--- src/pkg/jtbs_pkg.sv ---
package jtbs_pkg;

  // ****************************************
  // Widths and sizes
  // ****************************************
  localparam int IR_W = 4;
  localparam int ID_W = 32;
  localparam int NPIN = 8;
  localparam int CELLS = 3;
  localparam int BSR_W = NPIN * CELLS;

  // Cell order inside one pin's slice of the ring
  localparam int CELL_OUT = 0;
  localparam int CELL_OE = 1;
  localparam int CELL_IN = 2;

  // Bit positions of the synchronised pin bundle
  localparam int SY_TCK = 0;
  localparam int SY_TMS = 1;
  localparam int SY_TDI = 2;
  localparam int SY_RSTN = 3;
  localparam int SY_PAD = 4;
  localparam int SYNC_W = SY_PAD + NPIN;

  // ****************************************
  // Instruction codes and capture values
  // ****************************************
  localparam logic [IR_W-1:0] INS_IDCODE = 4'h1;
  localparam logic [IR_W-1:0] INS_EXTEST = 4'h2;
  localparam logic [IR_W-1:0] INS_SAMPLE = 4'h3;
  localparam logic [IR_W-1:0] INS_BYPASS = 4'hf;
  localparam logic [IR_W-1:0] IR_CAPTURE = 4'h1;
  // Identification value is arbitrary; bit 0 must stay one
  localparam logic [ID_W-1:0] IDCODE_VAL = 32'h1a5c_e0b3;

  // ****************************************
  // Types
  // ****************************************
  typedef enum logic [15:0] {
    TAP_TLR = 16'h0001, TAP_RTI = 16'h0002, TAP_SEL_DR = 16'h0004,
    TAP_CAP_DR = 16'h0008, TAP_SH_DR = 16'h0010, TAP_EX1_DR = 16'h0020,
    TAP_PA_DR = 16'h0040, TAP_EX2_DR = 16'h0080, TAP_UPD_DR = 16'h0100,
    TAP_SEL_IR = 16'h0200, TAP_CAP_IR = 16'h0400, TAP_SH_IR = 16'h0800,
    TAP_EX1_IR = 16'h1000, TAP_PA_IR = 16'h2000, TAP_EX2_IR = 16'h4000,
    TAP_UPD_IR = 16'h8000
  } jtbs_tap_t;

  typedef enum logic [2:0] {
    DR_ID = 3'h1,
    DR_BYP = 3'h2,
    DR_BSR = 3'h4
  } jtbs_dr_t;

endpackage : jtbs_pkg

--- src/pkg/jtbs_link_if.sv ---
`timescale 1ns/1ps
interface jtbs_link_if;
  logic tck_rise;
  logic tck_fall;
  logic tck_lvl;
  logic tms;
  logic tdi;
  logic ext_rst_n;
  logic [jtbs_pkg::NPIN-1:0] pad_in;
  logic tap_en;
  jtbs_pkg::jtbs_tap_t state;

  modport syn (output tck_rise, tck_fall, tck_lvl, tms, tdi, ext_rst_n, pad_in);
  modport fsm (input tck_rise, tms, tap_en, output state);
  modport core (input tck_rise, tck_fall, tck_lvl, tms, tdi, ext_rst_n, pad_in, state,
    output tap_en);
endinterface : jtbs_link_if

--- src/hdl/jtbs_pin_sync.sv ---
`timescale 1ns/1ps
module jtbs_pin_sync (
  // Clock and reset
  input wire logic clk,
  input wire logic sys_rst,
  // Raw pins from outside the clock domain
  input wire logic [jtbs_pkg::SYNC_W-1:0] pins_raw,
  // Synchronised levels and test clock edges
  jtbs_link_if.syn lnk
);

  typedef struct packed {
    logic [jtbs_pkg::SYNC_W-1:0] s1;
    logic [jtbs_pkg::SYNC_W-1:0] s2;
    logic tck_prev;
  } jtbs_sync_t;

  jtbs_sync_t q;
  jtbs_sync_t d;

  // Two stages; only the second stage and later feed any logic
  always_comb begin
    d = q;
    d.s1 = pins_raw;
    d.s2 = q.s1;
    d.tck_prev = q.s2[jtbs_pkg::SY_TCK];
  end

  // Pin reset level is zero, so a pin high at reset shows up as an edge or release
  always_ff @(posedge clk) begin
    if (sys_rst) begin
      q <= '0;
    end else begin
      q <= d;
    end
  end

  // Edge finders read only the second stage and its one-clk delayed copy
  assign lnk.tck_rise = q.s2[jtbs_pkg::SY_TCK] & ~q.tck_prev;
  assign lnk.tck_fall = ~q.s2[jtbs_pkg::SY_TCK] & q.tck_prev;
  assign lnk.tck_lvl = q.s2[jtbs_pkg::SY_TCK];
  assign lnk.tms = q.s2[jtbs_pkg::SY_TMS];
  assign lnk.tdi = q.s2[jtbs_pkg::SY_TDI];
  assign lnk.ext_rst_n = q.s2[jtbs_pkg::SY_RSTN];
  assign lnk.pad_in = q.s2[jtbs_pkg::SYNC_W-1:jtbs_pkg::SY_PAD];

endmodule : jtbs_pin_sync

--- src/hdl/jtbs_tap_fsm.sv ---
`timescale 1ns/1ps
module jtbs_tap_fsm (
  // Clock and reset
  input wire logic clk,
  input wire logic sys_rst,
  // Edges in, controller state out
  jtbs_link_if.fsm lnk
);

  typedef struct packed {
    jtbs_pkg::jtbs_tap_t state;
  } jtbs_fsm_t;

  jtbs_fsm_t q;
  jtbs_fsm_t d;

  // Sixteen-state table, advanced on a sampled rising test clock
  function automatic jtbs_pkg::jtbs_tap_t tap_next(input jtbs_pkg::jtbs_tap_t s,
                                                    input logic tms);
    jtbs_pkg::jtbs_tap_t n;
    n = s;
    case (s)
      jtbs_pkg::TAP_TLR: n = tms ? jtbs_pkg::TAP_TLR : jtbs_pkg::TAP_RTI;
      jtbs_pkg::TAP_RTI: n = tms ? jtbs_pkg::TAP_SEL_DR : jtbs_pkg::TAP_RTI;
      jtbs_pkg::TAP_SEL_DR: n = tms ? jtbs_pkg::TAP_SEL_IR : jtbs_pkg::TAP_CAP_DR;
      jtbs_pkg::TAP_CAP_DR: n = tms ? jtbs_pkg::TAP_EX1_DR : jtbs_pkg::TAP_SH_DR;
      jtbs_pkg::TAP_SH_DR: n = tms ? jtbs_pkg::TAP_EX1_DR : jtbs_pkg::TAP_SH_DR;
      jtbs_pkg::TAP_EX1_DR: n = tms ? jtbs_pkg::TAP_UPD_DR : jtbs_pkg::TAP_PA_DR;
      jtbs_pkg::TAP_PA_DR: n = tms ? jtbs_pkg::TAP_EX2_DR : jtbs_pkg::TAP_PA_DR;
      jtbs_pkg::TAP_EX2_DR: n = tms ? jtbs_pkg::TAP_UPD_DR : jtbs_pkg::TAP_SH_DR;
      jtbs_pkg::TAP_UPD_DR: n = tms ? jtbs_pkg::TAP_SEL_DR : jtbs_pkg::TAP_RTI;
      jtbs_pkg::TAP_SEL_IR: n = tms ? jtbs_pkg::TAP_TLR : jtbs_pkg::TAP_CAP_IR;
      jtbs_pkg::TAP_CAP_IR: n = tms ? jtbs_pkg::TAP_EX1_IR : jtbs_pkg::TAP_SH_IR;
      jtbs_pkg::TAP_SH_IR: n = tms ? jtbs_pkg::TAP_EX1_IR : jtbs_pkg::TAP_SH_IR;
      jtbs_pkg::TAP_EX1_IR: n = tms ? jtbs_pkg::TAP_UPD_IR : jtbs_pkg::TAP_PA_IR;
      jtbs_pkg::TAP_PA_IR: n = tms ? jtbs_pkg::TAP_EX2_IR : jtbs_pkg::TAP_PA_IR;
      jtbs_pkg::TAP_EX2_IR: n = tms ? jtbs_pkg::TAP_UPD_IR : jtbs_pkg::TAP_SH_IR;
      // Update-IR may go straight on to a data scan
      jtbs_pkg::TAP_UPD_IR: n = tms ? jtbs_pkg::TAP_SEL_DR : jtbs_pkg::TAP_RTI;
      default: n = jtbs_pkg::TAP_TLR;
    endcase
    return n;
  endfunction : tap_next

  // Held in reset state while the test pins are disabled
  always_comb begin
    d = q;
    if (!lnk.tap_en) begin
      d.state = jtbs_pkg::TAP_TLR;
    end else if (lnk.tck_rise) begin
      d.state = tap_next(q.state, lnk.tms);
    end
  end

  always_ff @(posedge clk) begin
    if (sys_rst) begin
      q <= '{state: jtbs_pkg::TAP_TLR};
    end else begin
      q <= d;
    end
  end

  assign lnk.state = q.state;

endmodule : jtbs_tap_fsm

--- src/hdl/jtbs_top.sv ---
// Functional notes
// - Test pins enable on a test clock falling edge after external reset release.
// - Test clock low at reset release holds the processor core in reset.
// - Release bit from the access port clears the hold and lets the core run.
// - Five test clocks with mode select high always reach Test-Logic-Reset.
// - One clock with mode select low moves Test-Logic-Reset to Run-Test/Idle.
// - Test clock high at reset release keeps the test pins disabled.
// - Mode select 1,1,0,0 from idle reaches Shift-IR; four bits shift in.
// - Mode select 1,1,0 returns to idle; instruction latches in Update-IR.
// - Active instruction picks the data register between data in and out.
// - Mode select 1,0,0 from idle reaches Shift-DR; low mode select stays.
// - Shift-DR shifts out the values captured during Capture-DR.
// - Registers with a parallel latch update it in Update-DR.
// - A data scan may follow an instruction scan without passing idle.
// - Four mandatory instructions; identification is default after reset.
// - Bypass gives the shortest one-bit path through the device.
// - External reset puts all port outputs in high impedance at once; here three clk later, and not while boundary drive is on.
// - Boundary instruction drives latched values to pins once loaded.
// - Boundary scan is paced only by the test clock, not the chip clock; here the test clock is sampled on clk.
// - Bus port cannot write flash buffer while held; none at all protected.
// - Release write is ignored while the chip is protected.
// - Held flag reads one while the core is held in reset.
`timescale 1ns/1ps
module jtbs_top (
  // Clock and reset
  input wire logic clk,
  input wire logic sys_rst,
  // Test access pins
  input wire logic tck,
  input wire logic tms,
  input wire logic tdi,
  output logic tdo_o,
  output logic tdo_oe,
  // External reset pin
  input wire logic ext_rst_n,
  // Port pads
  input wire logic [jtbs_pkg::NPIN-1:0] pad_in,
  output logic [jtbs_pkg::NPIN-1:0] pad_out,
  output logic [jtbs_pkg::NPIN-1:0] pad_oe,
  // Functional drive from the chip
  input wire logic [jtbs_pkg::NPIN-1:0] core_out,
  input wire logic [jtbs_pkg::NPIN-1:0] core_oe,
  // Access port side
  // Release pulse comes in; hold, flag and gates go out
  input wire logic chip_protected,
  input wire logic cpu_release_bit,
  output logic cpu_hold_rst,
  output logic cpu_held_flag,
  output logic dbg_present,
  output logic bap_access_en,
  output logic bap_flash_buf_wr_en
);

  // ****************************************
  // State
  // ****************************************
  typedef struct packed {
    // Entry control and core hold
    logic rstn_prev;
    logic dbg_en;
    logic dbg_lock;
    logic hold;
    // Instruction shift stage and active code
    logic [jtbs_pkg::IR_W-1:0] ir_sh;
    logic [jtbs_pkg::IR_W-1:0] ir;
    // Data shift paths and boundary latches
    logic [jtbs_pkg::ID_W-1:0] dr_sh;
    logic [jtbs_pkg::BSR_W-1:0] bsr_sh;
    logic [jtbs_pkg::BSR_W-1:0] bsr_upd;
    // Serial output
    logic tdo;
    logic tdo_oe;
    // Pad drive
    logic [jtbs_pkg::NPIN-1:0] pad_out;
    logic [jtbs_pkg::NPIN-1:0] pad_oe;
    // Bus access gates
    logic acc_en;
    logic fbuf_en;
  } jtbs_core_t;

  // Reset leaves the default instruction active, all else clear
  localparam jtbs_core_t RST_VAL = '{ir: jtbs_pkg::INS_IDCODE, default: '0};

  // Whole state in one register; d is its next value
  jtbs_core_t q;
  jtbs_core_t d;

  // Synchronised pins, test clock edges and controller state
  // Only this module drives the enable into the bundle
  jtbs_link_if lnk ();

  // Boundary capture vector and views of the update latch
  logic [jtbs_pkg::BSR_W-1:0] cap_vec;
  logic [jtbs_pkg::NPIN-1:0] upd_out;
  logic [jtbs_pkg::NPIN-1:0] upd_oe;
  // Decoded events and the selected data path
  // All are combinational views of registered state
  logic rst_release;
  logic extest_on;
  jtbs_pkg::jtbs_dr_t sel;

  // ****************************************
  // Pin synchroniser and controller
  // ****************************************

  // Test clock is sampled here, so its rate must stay well below clk
  // Each test clock phase needs more than one clk cycle;
  // a shorter one can fall between samples and be lost.
  // Mode select and data in share the delay, so they stay aligned
  jtbs_pin_sync u_sync (
    .clk(clk),
    .sys_rst(sys_rst),
    .pins_raw({pad_in, ext_rst_n, tdi, tms, tck}),
    .lnk(lnk.syn)
  );

  // Controller moves on the same sampled edges as the datapath
  jtbs_tap_fsm u_fsm (
    .clk(clk),
    .sys_rst(sys_rst),
    .lnk(lnk.fsm)
  );

  // Controller only runs once the test pins are enabled
  // Disabled, it sits in Test-Logic-Reset, so a session
  // always starts from a known state
  assign lnk.tap_en = q.dbg_en;

  // ****************************************
  // Decoding helpers
  // ****************************************

  // Register path chosen by the active instruction; unknown codes bypass
  // A chain of devices then still sees a one-bit path here
  // Shared by capture, shift, update and the output mux
  function automatic jtbs_pkg::jtbs_dr_t dr_select(input logic [jtbs_pkg::IR_W-1:0] ins);
    jtbs_pkg::jtbs_dr_t r;
    r = jtbs_pkg::DR_BYP;
    if (ins == jtbs_pkg::INS_IDCODE) begin
      r = jtbs_pkg::DR_ID;
    end else if (ins == jtbs_pkg::INS_EXTEST || ins == jtbs_pkg::INS_SAMPLE) begin
      r = jtbs_pkg::DR_BSR;
    end
    return r;
  endfunction : dr_select

  // Serial bit that the selected path presents at its output end
  // Identification and bypass share one shift register
  // Bypass uses only its bit 0, the shortest path there is
  function automatic logic dr_lsb(input jtbs_pkg::jtbs_dr_t s, input jtbs_core_t c);
    logic b;
    b = c.dr_sh[0];
    if (s == jtbs_pkg::DR_BSR) begin
      b = c.bsr_sh[0];
    end
    return b;
  endfunction : dr_lsb

  // Path select, reset release event and boundary pad drive
  assign sel = dr_select(q.ir);
  assign rst_release = lnk.ext_rst_n & ~q.rstn_prev;
  assign extest_on = q.dbg_en && (q.ir == jtbs_pkg::INS_EXTEST);

  // ****************************************
  // Boundary cells per pin
  // ****************************************

  // Capture takes the chip's own drive and the pad level
  // Each pin owns three cells: value, enable, input level
  // The input cell reads the synchronised pad, two clk old;
  // at test clock rates that is well inside one phase
  generate
    for (genvar i = 0; i < jtbs_pkg::NPIN; i++) begin : g_cell
      assign cap_vec[i*jtbs_pkg::CELLS+jtbs_pkg::CELL_OUT] = core_out[i];
      assign cap_vec[i*jtbs_pkg::CELLS+jtbs_pkg::CELL_OE] = core_oe[i];
      assign cap_vec[i*jtbs_pkg::CELLS+jtbs_pkg::CELL_IN] = lnk.pad_in[i];
      assign upd_out[i] = q.bsr_upd[i*jtbs_pkg::CELLS+jtbs_pkg::CELL_OUT];
      assign upd_oe[i] = q.bsr_upd[i*jtbs_pkg::CELLS+jtbs_pkg::CELL_OE];
    end
  endgenerate

  // ****************************************
  // Next state
  // ****************************************
  // One process computes every next value from the state
  // Later assignments in it take priority over earlier ones
  always_comb begin
    d = q;
    d.rstn_prev = lnk.ext_rst_n;

    // Entry control around the external reset release
    // High test clock at release locks the pins until the
    // next release; a low one arms them for the first fall.
    // Pins already enabled stay so when the reset pin drops,
    // so a debugger can keep control across a board reset
    if (rst_release) begin
      if (lnk.tck_lvl) begin
        d.dbg_lock = 1'b1;
        d.dbg_en = 1'b0;
      end else begin
        d.dbg_lock = 1'b0;
      end
    end else if (lnk.tck_fall && lnk.ext_rst_n && !q.dbg_lock) begin
      d.dbg_en = 1'b1;
    end

    // Set on release wins over a release write in the same cycle
    // Release write is ignored while protected; core stays held
    if (cpu_release_bit && !chip_protected) begin
      d.hold = 1'b0;
    end
    if (rst_release && !lnk.tck_lvl) begin
      d.hold = 1'b1;
    end

    // Rising test clock: capture, shift
    // The state seen is the one before this edge moves it,
    // so capture happens on the edge leaving a capture state
    // and each edge spent in a shift state moves one bit
    if (lnk.tck_rise && q.dbg_en) begin
      case (lnk.state)
        // Instruction path
        jtbs_pkg::TAP_CAP_IR: begin
          d.ir_sh = jtbs_pkg::IR_CAPTURE;
        end
        jtbs_pkg::TAP_SH_IR: begin
          d.ir_sh = {lnk.tdi, q.ir_sh[jtbs_pkg::IR_W-1:1]};
        end
        // Data paths; bypass captures zero
        jtbs_pkg::TAP_CAP_DR: begin
          if (sel == jtbs_pkg::DR_ID) begin
            d.dr_sh = jtbs_pkg::IDCODE_VAL;
          end else if (sel == jtbs_pkg::DR_BSR) begin
            d.bsr_sh = cap_vec;
          end else begin
            d.dr_sh = '0;
          end
        end
        jtbs_pkg::TAP_SH_DR: begin
          if (sel == jtbs_pkg::DR_ID) begin
            d.dr_sh = {lnk.tdi, q.dr_sh[jtbs_pkg::ID_W-1:1]};
          end else if (sel == jtbs_pkg::DR_BSR) begin
            d.bsr_sh = {lnk.tdi, q.bsr_sh[jtbs_pkg::BSR_W-1:1]};
          end else begin
            d.dr_sh[0] = lnk.tdi;
          end
        end
        // Other states move no bits
        default: begin
        end
      endcase
    end

    // Falling test clock: update latches and drive the serial output
    // Latches change on the fall, away from any shifting edge.
    // Output changes half a period before the far side
    // samples it on the next rising edge
    if (lnk.tck_fall && q.dbg_en) begin
      if (lnk.state == jtbs_pkg::TAP_UPD_IR) begin
        d.ir = q.ir_sh;
      end
      if (lnk.state == jtbs_pkg::TAP_UPD_DR && sel == jtbs_pkg::DR_BSR) begin
        d.bsr_upd = q.bsr_sh;
      end
      if (lnk.state == jtbs_pkg::TAP_SH_IR) begin
        d.tdo = q.ir_sh[0];
        d.tdo_oe = 1'b1;
      end else if (lnk.state == jtbs_pkg::TAP_SH_DR) begin
        d.tdo = dr_lsb(sel, q);
        d.tdo_oe = 1'b1;
      end else begin
        d.tdo_oe = 1'b0;
      end
    end

    // Reset state of the controller restores the default instruction
    // Output enable drops one clk after the pins are disabled,
    // so a locked port never drives its data out pin
    if (lnk.state == jtbs_pkg::TAP_TLR) begin
      d.ir = jtbs_pkg::INS_IDCODE;
    end
    if (!q.dbg_en) begin
      d.tdo_oe = 1'b0;
    end

    // Pad drive: boundary values, else functional, floated in reset
    // Boundary drive beats the float so a board test can run
    // with the chip in reset; the float follows the pin three
    // clk later, as the pin passes the synchroniser first
    if (extest_on) begin
      d.pad_out = upd_out;
      d.pad_oe = upd_oe;
    end else if (!lnk.ext_rst_n) begin
      d.pad_out = core_out;
      d.pad_oe = '0;
    end else begin
      d.pad_out = core_out;
      d.pad_oe = core_oe;
    end

    // Flash buffer gate follows the next hold value so it never lags it
    // Access gate lags protection by one clk cycle;
    // protection is a slow level, so that is harmless
    d.acc_en = !chip_protected;
    d.fbuf_en = !chip_protected && !d.hold;
  end

  // ****************************************
  // Registers
  // ****************************************
  // Single register stage for the whole state
  // Synchronous reset, so no reset branch reads a signal
  always_ff @(posedge clk) begin
    if (sys_rst) begin
      q <= RST_VAL;
    end else begin
      q <= d;
    end
  end

  // ****************************************
  // Outputs
  // ****************************************

  // Every output comes straight from the state register
  // Flag and hold share one bit, so they cannot disagree
  assign tdo_o = q.tdo;
  assign tdo_oe = q.tdo_oe;
  assign pad_out = q.pad_out;
  assign pad_oe = q.pad_oe;
  assign cpu_hold_rst = q.hold;
  assign cpu_held_flag = q.hold;
  assign dbg_present = q.dbg_en;
  assign bap_access_en = q.acc_en;
  assign bap_flash_buf_wr_en = q.fbuf_en;

endmodule : jtbs_top

--- config.mk ---
export PLATFORM = sky130hd
export DESIGN_NAME = jtbs_top
export DESIGN_NICKNAME = d
export VERILOG_FILES = /design/src/pkg/jtbs_pkg.sv /design/src/pkg/jtbs_link_if.sv /design/src/hdl/jtbs_pin_sync.sv /design/src/hdl/jtbs_tap_fsm.sv /design/src/hdl/jtbs_top.sv
export SDC_FILE = /design/constraint.sdc
export NUM_CORES = 1
export LEC_CHECK = 0
export BUFFER_PORTS_ARGS = -buffer_cell sky130_fd_sc_hd__buf_2
export CAP_MARGIN = 0
export CORE_UTILIZATION = 50
export CTS_CLUSTER_SIZE = 25
export DETAILED_ROUTE_END_ITERATION = 10
export PLACE_DENSITY = 0.78
export RECOVER_POWER = 25
export SETUP_SLACK_MARGIN = 0.02
export SLEW_MARGIN = 20
export SYNTH_ARGS = -nofsm -noshare
export SYNTH_HDL_FRONTEND = slang
export SYNTH_SLANG_ARGS = --single-unit
export TNS_END_PERCENT = 5
--- constraint.sdc ---
create_clock -name clk -period 2.39 [get_ports clk]
set_input_delay 0.1195 -clock clk [delete_from_list [all_inputs] [get_ports clk]]
set_output_delay 0.1195 -clock clk [all_outputs]
set_load 0.1 [all_outputs]
==> Implementation_results.wiki, run 1 <==
{| class="wikitable"
! Metric !! Value
|-
| Post-synthesis sequential area ratio || 48.5%
|-
| Clock sink count || 145
|-
| Filler Cells Inserted || about 930
|-
| EDFF count, synth || 0
|-
| Run status || finished with violations
|-
| FF+latch count, synth || 145
|-
| Number of top-level design ports || 55
|-
| Final weighted congestion in routability-driven placement || 0.869
|-
| Area of the die || 12,400 µm²
|-
| Crit Path Category || register to register
|-
| Cells on Worst Hold Path || 3
|-
| Count of port buffers added during placement || 54
|-
| Deepest clock path buffer count || 2
|-
| H-tree levels || 4
|-
| Post-layout minimum cycle time || 2.20 ns
|-
| Clock network latency to the later pin of the worst-skew pair || about 0.42 ns
|-
| # rows || 39
|-
| Count of endpoints failing hold in the final timing report || 0
|-
| Critical path required time || about 2.7 ns
|-
| Setup violators final || 0
|-
| Met3 Usage GRT || 6.10%
|-
| Vias || 5,022
|-
| Area of combinational cells with multiple inputs || 2720 µm²
|-
| Most used routing layer in global routing || met2
|-
| Reg2reg end || q[26]$_SDFFE_PP0P_
|-
| Synthesized area || 5990 µm²
|-
| Antenna diodes || 0
|-
| Max-cap violation count || 0
|-
| Number of design rule violations left after detail routing || 12
|-
| Met1 track demand over resource || 30.8%
|-
| Slew of the pin with the lowest slew margin || 1.18 ns
|-
| GRT Resource Usage Total || 23.8%
|-
| Global-route met2 utilization || about 38%
|-
| R2R Path Start || u_fsm.lnk.state[15]$_SDFFE_PP0P_
|-
| Fraction of the core area covered by cells at the end of the flow || approximately three fifths
|-
| Syn_area_per_cell || 8.94 µm²
|-
| Tot Pwr || 5.40 mW
|-
| Syn Nets || 702
|-
| Remaining global-route overflow || 0
|-
| DRC violation total after the first TritonRoute iteration || roughly 460
|-
| Worst hold path type || primary input to register
|-
| Worst Path Max Fanout || 16
|-
| Number of distinct library cell variants in the gate-level netlist after synthesis || 53
|-
| Worst slew slack as a fraction of its limit || 21.6%
|-
| # Post-CTS Setup Buffers || 0
|-
| Vertical die dimension || 111 µm
|-
| First-pass DRT Iterations || 9
|-
| Largest net degree at the start of global routing || ~130
|-
| Proportion of netlist area held by the largest area contributor || around 48%
|-
| Static leakage power || between 2 and 3 nW
|-
| Post-placement cell count || 825
|-
| Top area cells in the synthesized netlist || dfxtp_1 48%, nor2_1 5.4%, a21oi_1 5.2%
|-
| Most used flip-flop cell after synthesis || dfxtp_1
|-
| Clock tree from TritonCTS || done
|-
| Via count of the first global-routing pass || 4,779
|-
| CP Data Arrival Time || about 2.5 ns
|-
| Largest clock skew in the final design || ~0.010 ns
|-
| Remaining antenna violation count after routing || 0
|-
| End point of the most critical hold path || bap_flash_buf_wr_en$_SDFF_PP0_
|-
| Cell type with the largest total area after synthesis || dfxtp_1
|-
| Sequential Area || 2900 µm²
|-
| Capturing element type of the critical path || register
|-
| Reg-to-reg slack, setup || between 0.15 and 0.2 ns
|-
| Post-DR wirelength/cell || 16.0 µm
|-
| Total CTS buffers || 17
|-
| Buffer cell driving the clock tree root || clkbuf_16
|-
| Setup crit start kind || register
|-
| Initial antenna violation count || 0
|-
| RSZ-0062 raised after global routing || false
|-
| Via-to-Cell Ratio || around 5.7
|-
| Area growth from synthesis to layout || 19.4%
|-
| Async set-reset flop share out of synthesis || 0%
|-
| CTS clk-pin slew, worst paths || roughly 0.06 ns
|-
| Final cycle utilization of the critical path || around nine tenths
|-
| Number of nets in the finished design || 758
|-
| Post-synthesis cell count || 670
|-
| Hold path startpoint || cpu_release_bit
|-
| Pins Over Slew Limit || 0
|-
| Worst reg-to-reg path cell count || 7
|-
| Failing checks || DRC
|-
| Final standard cell count with taps included and fillers excluded || approximately 880
|-
| Placeable Area || 11,600 µm²
|-
| Maximum frequency from static timing analysis || 455 MHz
|-
| Width of the chip || 111 µm
|-
| Crit. Startpoint || u_fsm.lnk.state[15]$_SDFFE_PP0P_
|-
| Power density cells || between 700 and 800 nW/µm²
|-
| Dpl hpwl || 8.94 mm
|-
| Global-route wire length before repair || 23.4 mm
|-
| Fin Setup TNS || 0 ns
|-
| Initial core utilization || 51.8%
|-
| Synthesis Warnings || 0
|-
| DRT Wirelength || 14.1 mm
|-
| Ratio of cells with drive above 1 in the final layout || 16.4%
|-
| Maximum ir drop on the vdd rail || 0.739 mV
|}
## sequential cells by signal (all words and copies together) (netlist names)
name                  count
pad_oe                    8
u_sync.lnk.pad_in         8
pad_out                   8
u_fsm.lnk.state          16
u_sync.q                  1
u_sync.lnk.tck_lvl        1
dbg_present               1
q                        82
u_sync.lnk.tdi            1
bap_access_en             1
bap_flash_buf_wr_en       1
u_sync.d                 12
u_sync.lnk.tms            1
u_sync.lnk.ext_rst_n      1
cpu_held_flag             1
tdo_o                     1
tdo_oe                    1
## cell usage after synthesis, drive strengths merged, types with 2 or more instances
| library cell | n |
|---|---|
| or2 | 2 |
| o21ai | 8 |
| o22ai | 2 |
| and4 | 2 |
| nor2 | 88 |
| inv | 5 |
| nor4 | 11 |
| or3b | 2 |
| or4 | 5 |
| xor2 | 3 |
| nand3 | 17 |
| nor2b | 29 |
| clkbuf | 24 |
| a21oi | 63 |
| o211ai | 2 |
| nor3 | 16 |
| a211oi | 39 |
| nor3b | 2 |
| or3 | 3 |
| xnor2 | 3 |
| a22oi | 24 |
| nand2b | 4 |
| buf | 41 |
| nand4 | 4 |
| nor4b | 7 |
| nand4b | 5 |
| nand2 | 75 |
| mux2i | 28 |
| dfxtp | 145 |
## layer usage
layer  wire length, µm  share of wire [%]
met4               225                1.6
met3               794                5.6
met5                 0                  0
met2              6680                 47
met1              6370                 45
## kinds of logic (layout without fill, tap and decap cells)
family                 count (synthesis)  in the layout  share of synthesized area, %
XOR/XNOR                               6              6                         0.878
AO/OA/AOI/OAI                        143            143                          15.8
buffers and inverters                 70            139                          6.35
AND/OR/NAND/NOR                      277            277                          23.7
multiplexers                          29             29                          4.87
flip-flops                           145            145                          48.5
## timing repair
action	4_1_cts	5_1_grt
hold endpoints to repair	26	0
setup endpoints to repair	0	1
hold buffers	25	0
resized for setup	0	1
## cell usage in the layout (no fill, tap or decap), types with 4 or more instances in the layout
cell	Yosys	routed
nor4b_1	7	7
nand4b_1	5	5
nor3_1	14	14
dlygate4sd3_1	0	25
nor4_1	8	7
clkbuf_1	24	17
o21ai_0	7	7
nand2b_1	4	4
buf_12	0	4
a21oi_1	62	62
clkbuf_16	0	17
a211oi_1	30	30
a22oi_1	24	24
inv_1	5	5
nand3_1	17	17
buf_4	21	20
mux2i_1	28	28
buf_2	13	38
nand2_1	74	74
nor2b_1	29	29
nor2_1	86	86
dfxtp_1	145	144
nand4_1	4	4
a211oi_2	9	9
## power breakdown
group	internal (mW)	switching, mW	leakage [nW]	total (mW)
registers	2.45	0.0152	1.18	2.46
logic	0.0827	0.181	1.23	0.263
clock network	1.67	1.00	0.287	2.67
## critical path, cell delays in order (launching register included)
cell     delay (ns)
dfxtp_1        0.40
or4_1          0.59
nor2_2         0.22
nand3_1        0.15
or3_1          0.32
buf_4          0.21
nand2_1        0.10
a21oi_1        0.06
## area by class of cell
| type | count | area share (%) |
|---|---|---|
| multi-input cells | 455 | 38.0 |
| inverters | 5 | 0.263 |
| well taps | 143 | 2.50 |
| clock buffers | 20 | 6.25 |
| repair buffers | 102 | 10.2 |
| flip-flops and latches | 145 | 40.6 |
| clock inverters | 12 | 2.21 |
## how the worst max path moves through the flow
stage,endpoint,slack [ns],depth (start not counted)
4_1_cts,q[33]$_SDFFE_PP0P_,0.18,7
5_1_grt,q[76]$_SDFFE_PP0P_,0.03,8
3_5_place_dp,q[33]$_SDFFE_PP0P_,0.19,7
3_3_place_gp,q[33]$_SDFFE_PP0P_,0.18,7
2_1_floorplan,q[23]$_SDFFE_PP0P_,0.28,9
6_report,q[26]$_SDFFE_PP0P_,0.19,7
## through the flow
step | setup slack (ns) | hold WS [ns] | cell area, µm²
2_1_floorplan | 0.285 | 0.186 | 5990
3_3_place_gp | 0.183 | 0.305 | 6310
3_5_place_dp | 0.194 | 0.310 | 6310
4_1_cts | 0.182 | 0.00270 | 7160
5_1_grt | 0.0341 | 0.0141 | 7150
6_report | 0.192 | 0.00920 | 7150
Power figures use the tool's default switching activity.
==> inputs of run 2 (changes only) <==
Settings changed: CORE_MARGIN from default to 4, CORE_UTILIZATION 50 to 59.
==> run 2 against run 1 <==
Effect of this change: the flow now finishes without violations; fmax down 1.0%; clock skew down 0.00073 ns; sequential cell count unchanged; combinational power grew 3%; critical path depth rose by 1; die area down 4.8%; core utilization is 11 points higher; power down 3.2%; sequential power about the same; critical path type unchanged; critical endpoint is now q[27]$_SDFFE_PP0P_; largest power group unchanged; highest routed layer unchanged.
==> Implementation_results.wiki, run 2 (synthesis gave the netlist of run 1 again) <==
{| class="wikitable"
! Metric !! Value
|-
| Run status || finished clean
|-
| Pins Over Slew Limit || 0 (unchanged)
|-
| Largest clock skew in the final design || 0.00934 ns (-0.000728 ns)
|-
| Largest net degree at the start of global routing || 62 (-52%)
|-
| Critical path required time || 2.84 ns (+0.17 ns)
|-
| Setup violators final || 0 (unchanged)
|-
| Final cycle utilization of the critical path || 92.9% (+0.94 points)
|-
| Count of port buffers added during placement || 54 (unchanged)
|-
| Chain of cells forming the critical path || or4_1, nor2_2, nand3_1, buf_4, nor3_2, buf_12, nand2_1, a21oi_1
|-
| CP Data Arrival Time || 2.67 ns (+0.19 ns)
|-
| Fin Setup TNS || 0 ns (unchanged)
|-
| First-pass DRT Iterations || 5 (-4)
|-
| Filler Cells Inserted || 732 (-21%)
|-
| Tot Pwr || 5.23 mW (-3.2%)
|-
| Slowest Stage Delay on Critical Path || 0.61 ns (+0.02 ns)
|-
| Maximum ir drop on the vdd rail || 0.501 mV (-32%)
|-
| CTS clk-pin slew, worst paths || 0.07 ns (about the same)
|-
| Area of the die || 11,800 µm² (-4.8%)
|-
| Top reg by flops || q
|-
| Worst slew slack as a fraction of its limit || 9.36% (-12 points)
|-
| Total CTS buffers || 17 (unchanged)
|-
| Setup crit start kind || register
|-
| Number of design rule violations left after detail routing || 0 (-12)
|-
| Worst Path Max Fanout || 16 (unchanged)
|-
| Via-to-Cell Ratio || 5.74 (+0.73%)
|-
| Ratio of cells with drive above 1 in the final layout || 17.0% (+0.61 points)
|-
| Width of the chip || 109 µm (-2.4%)
|-
| Max-cap violation count || 0 (unchanged)
|-
| Vias || 5,053 (+0.62%)
|-
| Power density cells || 730 nW/µm² (-3.4%)
|-
| Number of gates given a new drive strength after cts || 0 (unchanged)
|-
| Static leakage power || 2.71 nW (+0.64%)
|-
| Initial core utilization || 61.0% (+9.2 points)
|-
| DRT Wirelength || 14.3 mm (+1.8%)
|-
| Worst hold path type || primary input to register
|-
| Library cell contributing the largest single delay on the critical path || or4_1
|-
| Area growth from synthesis to layout || 19.6%
|-
| Antenna diodes || 0 (unchanged)
|-
| Final weighted congestion in routability-driven placement || 0.952 (+9.6%)
|-
| Clock tree from TritonCTS || done
|-
| Remaining global-route overflow || 0 (unchanged)
|-
| RSZ-0062 raised after global routing || false
|-
| Post-layout minimum cycle time || 2.22 ns (+0.0225 ns)
|-
| Area of combinational cells with multiple inputs || 2720 µm² (about the same)
|-
| Leading cell types in the layout, fill and taps excluded || 144 x dfxtp_1, 86 x nor2_1, 74 x nand2_1, 62 x a21oi_1, 42 x buf_2
|-
| Initial antenna violation count || 0 (unchanged)
|-
| Largest register FFs || 82 (unchanged)
|-
| Deepest clock path buffer count || 2 (unchanged)
|-
| Capturing element type of the critical path || register
|-
| GRT Resource Usage Total || 25.5% (+1.7 points)
|-
| Global-route wire length before repair || 23.8 mm (+1.9%)
|-
| Dpl hpwl || 8.67 mm (-3.1%)
|-
| Clock network latency to the later pin of the worst-skew pair || 0.53 ns (+0.11 ns)
|-
| Worst path bufs/invs || 2 (+1)
|-
| Vertical die dimension || 109 µm (-2.4%)
|-
| Clock sink count || 145 (unchanged)
|-
| Slew of the pin with the lowest slew margin || 1.36 ns (+0.178 ns)
|-
| Count of endpoints failing hold in the final timing report || 0 (unchanged)
|-
| Post-DR wirelength/cell || 16.3 µm (+1.9%)
|-
| Number of top-level design ports || 55 (unchanged)
|-
| Most common cell after layout, fill and taps aside || dfxtp_1
|-
| H-tree levels || 4 (unchanged)
|-
| Category of cells accounting for the largest share of critical-path delay || simple AND/OR/NAND/NOR gates
|-
| Remaining antenna violation count after routing || 0 (unchanged)
|-
| Crit Path Category || register to register
|-
| # rows || 36 (-7.7%)
|-
| Maximum frequency from static timing analysis || 450 MHz (-1.0%)
|-
| DRC violation total after the first TritonRoute iteration || 346 (-25%)
|-
| Sequential Area || 2900 µm² (unchanged)
|-
| Number of nets in the finished design || 767 (+1.2%)
|-
| Placeable Area || 9820 µm² (-15%)
|-
| Via count of the first global-routing pass || 4,955 (+3.7%)
|-
| Buffer cell driving the clock tree root || clkbuf_8
|}
==> run 2: layout make-up <==
cell class	instances	share of cell area, %
clock buffer	20	6.08
timing repair buffer	111	11.1
inverter	5	0.262
tap	133	2.32
sequential	145	40.6
clock inverter	12	1.77
multi-input combinational	455	37.9
==> run 2: final timing paths <==
check | from | endpoint | slack (ns) | cells after the start
worst min register to register | u_sync.d[5]$_SDFF_PP0_ | u_sync.lnk.pad_in[0]$_SDFF_PP0_ | 0.44 | 1
worst min-delay path | sys_rst | q[89]$_SDFFE_PP0P_ | 0.11 | 2
worst max-delay path | u_fsm.lnk.state[15]$_SDFFE_PP0P_ | q[27]$_SDFFE_PP0P_ | 0.17 | 8
worst max register to register | u_fsm.lnk.state[15]$_SDFFE_PP0P_ | q[27]$_SDFFE_PP0P_ | 0.17 | 8
==> run 2: routing by layer <==
metal | wire length, µm | global-route usage [%] | vias to the layer above
met2 | 6800 | 40.7 | 164
li1 | - | - | 2478
met1 | 6480 | 33.8 | 2385
met5 | 0 | 0 | -
met3 | 798 | 5.68 | 26
met4 | 252 | 9.74 | 0
==> run 2: what timing repair did <==
| action | CTS | global route |
|---|---|---|
| hold endpoints to repair | 45 | 0 |
| setup buffers | 0 | 0 |
| hold buffers | 30 | 0 |
==> run 2: where the power goes <==
part / switching (mW) / internal (mW)
registers: 0.0142 / 2.45
logic: 0.184 / 0.0874
clock network: 1.06 / 1.43
total: 1.26 / 3.97
==> run 2: per-stage QoR <==
step | std cells | setup slack, ns | util (%) | area [µm²] | hold slack (ns)
final | 881 | 0.170 | 72.9 | 7160 | 0.109
after global placement | 819 | 0.240 | 64.3 | 6320 | 0.301
after detailed placement | 819 | 0.235 | 64.3 | 6320 | 0.303
after floorplan | 670 | 0.285 | - | 5990 | 0.186
after CTS | 881 | 0.215 | 73.1 | 7180 | 0.100
after global routing | 881 | 0.0364 | 72.9 | 7160 | 0.134
==> inputs of run 3 (changes only) <==
Settings changed: CORE_MARGIN 4 to 10.
==> run 3 against run 2 <==
Effect of this change: non-clock buffer count shrank 5; hold slack improved by 0.032 ns; clock power grew 8%; combinational power about the same; final cell count down 0.91%; register-to-register slack worse by 0.03 ns; critical path depth shrank 3.
==> Implementation_results.wiki, run 3 (synthesis gave the netlist of run 1 again) <==
{| class="wikitable"
! Metric !! Value
|-
| Library cell contributing the largest single delay on the critical path || or4_4
|-
| Worst Path Max Fanout || 8 (-8)
|-
| Area growth from synthesis to layout || 19.7%
|-
| Worst hold path type || primary input to register
|-
| Clock network latency to the later pin of the worst-skew pair || 0.53 ns (about the same)
|-
| Number of top-level design ports || 55 (unchanged)
|-
| GRT Resource Usage Total || 20.8% (-4.7 points)
|-
| RSZ-0062 raised after global routing || true
|-
| DRC violation total after the first TritonRoute iteration || 406 (+17%)
|-
| Ratio of cells with drive above 1 in the final layout || 16.6% (-0.36 points)
|-
| Clock sink count || 145 (unchanged)
|-
| Number of nets in the finished design || 762 (-0.65%)
|-
| Pins Over Slew Limit || 0 (unchanged)
|-
| Critical path required time || 2.78 ns (-0.06 ns)
|-
| Buffer cell driving the clock tree root || clkbuf_8
|-
| Remaining global-route overflow || 0 (unchanged)
|-
| Maximum frequency from static timing analysis || 445 MHz (-1.2%)
|-
| Number of design rule violations left after detail routing || 0 (unchanged)
|-
| Slowest Stage Delay on Critical Path || 0.59 ns (-0.02 ns)
|-
| Final cycle utilization of the critical path || 94.1% (+1.2 points)
|-
| Largest clock skew in the final design || 0.00497 ns (-0.00437 ns)
|-
| Placeable Area || 9820 µm² (unchanged)
|-
| H-tree levels || 4 (unchanged)
|-
| Setup violators final || 0 (unchanged)
|-
| First-pass DRT Iterations || 5 (unchanged)
|-
| Routed met2 length || 7.20 mm (+5.9%)
|-
| Largest register FFs || 82 (unchanged)
|-
| Dpl hpwl || 8.94 mm (+3.1%)
|-
| Initial antenna violation count || 0 (unchanged)
|-
| DRT Wirelength || 15.0 mm (+4.4%)
|-
| Area of combinational cells with multiple inputs || 2720 µm² (+0.18%)
|-
| Remaining antenna violation count after routing || 0 (unchanged)
|-
| Count of endpoints failing hold in the final timing report || 0 (unchanged)
|-
| Sequential Area || 2900 µm² (unchanged)
|-
| Crit Path Category || register to register
|-
| Via-to-Cell Ratio || 5.84 (+1.9%)
|-
| Initial core utilization || 61.0% (unchanged)
|-
| Leading cell types in the layout, fill and taps excluded || 144 x dfxtp_1, 86 x nor2_1, 74 x nand2_1, 62 x a21oi_1, 42 x buf_2
|-
| Largest net degree at the start of global routing || 129 (+110%)
|-
| Clock tree from TritonCTS || done
|-
| Deepest clock path buffer count || 2 (unchanged)
|-
| Filler Cells Inserted || 711 (-2.9%)
|-
| Power density cells || 756 nW/µm² (+3.5%)
|-
| Top layer in use || met4
|-
| Via count of the first global-routing pass || 5,074 (+2.4%)
|-
| CP Data Arrival Time || 2.64 ns (-0.03 ns)
|-
| Vertical die dimension || 121 µm (+11%)
|-
| Capturing element type of the critical path || register
|-
| Met3 WL || 1.23 mm (+54%)
|-
| Final weighted congestion in routability-driven placement || 0.922 (-3.2%)
|-
| Most used cell, CP || or4_4
|-
| Met1 wire length || 6.27 mm (-3.2%)
|-
| CTS clk-pin slew, worst paths || 0.06 ns (about the same)
|-
| Chain of cells forming the critical path || or4_4, or4_4, nor3_4, mux2i_1, nor3_1
|-
| Max-cap violation count || 0 (unchanged)
|-
| Run status || finished clean
|-
| Global-route wire length before repair || 25.0 mm (+5.1%)
|-
| Setup crit start kind || register
|-
| Antenna diodes || 0 (unchanged)
|-
| Area of the die || 14,600 µm² (+23%)
|-
| Vias || 5,101 (+0.95%)
|-
| # rows || 36 (unchanged)
|-
| Top reg by flops || q
|-
| Count of port buffers added during placement || 54 (unchanged)
|-
| Post-Place Cell Area || 6280 µm² (-0.59%)
|-
| Post-DR wirelength/cell || 17.1 µm (+5.4%)
|-
| Width of the chip || 121 µm (+11%)
|-
| Slew of the pin with the lowest slew margin || 1.18 ns (-0.184 ns)
|-
| Post-layout minimum cycle time || 2.25 ns (+0.0278 ns)
|-
| Non-Filler Cell Area, Final || 7170 µm² (+0.10%)
|-
| Total CTS buffers || 17 (unchanged)
|-
| Fin Setup TNS || 0 ns (unchanged)
|-
| Worst slew slack as a fraction of its limit || 21.9% (+13 points)
|-
| Most common cell after layout, fill and taps aside || dfxtp_1
|-
| Maximum ir drop on the vdd rail || 0.606 mV (+21%)
|-
| Static leakage power || 2.72 nW (+0.24%)
|}
run 3: changes by cell type in the layout (fill, tap and decap cells not counted), sizes merged:
cell      before  now
clkinv         2    4
buf           68   65
clkbuf        33   30
bufinv         1    4
inv           10    5
clkinvlp       4    2
run 3: where the power goes:
group | switching (mW) | internal (mW)
registers | 0.0162 | 2.45
clock network | 0.978 | 1.70
logic | 0.181 | 0.0891
total | 1.18 | 4.24
run 3: worst paths after layout:
kind	start	endpoint	slack [ns]	depth (start not counted)
max	u_fsm.lnk.state[4]$_SDFFE_PP0P_	q[101]$_SDFFE_PP0P_	0.14	5
min	sys_rst	q[85]$_SDFFE_PP0P_	0.14	3
max reg2reg	u_fsm.lnk.state[4]$_SDFFE_PP0P_	q[101]$_SDFFE_PP0P_	0.14	5
min reg2reg	u_sync.d[3]$_SDFF_PP0_	u_sync.lnk.tdi$_SDFF_PP0_	0.44	1
run 3: final cells by class:
type	count	share of cell area [%]
clock inverters	10	2.27
well taps	133	2.32
multi-input cells	455	38.0
repair buffers	106	10.6
clock buffers	19	6.02
inverters	5	0.262
flip-flops and latches	145	40.5
run 3: repair_timing:
action                                  4_1_cts  5_1_grt
hold buffers                                 30        0
gates resized for setup                       0        1
endpoints found under the setup margin        0       17
hold endpoints to repair                     44        0
setup buffers                                 0        0
run 3: metal layers:
| layer | vias up | GRT usage, % |
|---|---|---|
| met5 | - | 0 |
| met4 | 0 | 7.77 |
| met1 | 2400 | 25.5 |
| li1 | 2442 | - |
| met3 | 31 | 6.28 |
| met2 | 228 | 33.7 |
run 3: through the flow:
step	total power [mW]	util, %	std cells	hold slack (ns)	worst slack, ns
after global placement	2.74	64.0	814	0.300	0.206
after global routing	5.56	73.0	873	0.165	0.0111
after detailed placement	2.74	64.0	814	0.308	0.138
final	5.42	73.0	873	0.141	0.142
after floorplan	2.69	-	670	0.186	0.285
after CTS	5.43	73.1	873	0.158	0.0817
run 3: worst max-delay path, delay by kind of cell, from the launching register on:
kind / cells / cell delay (ns)
DFF: 1 / 0.41
muxes: 1 / 0.26
and+or+nand+nor: 4 / 1.44
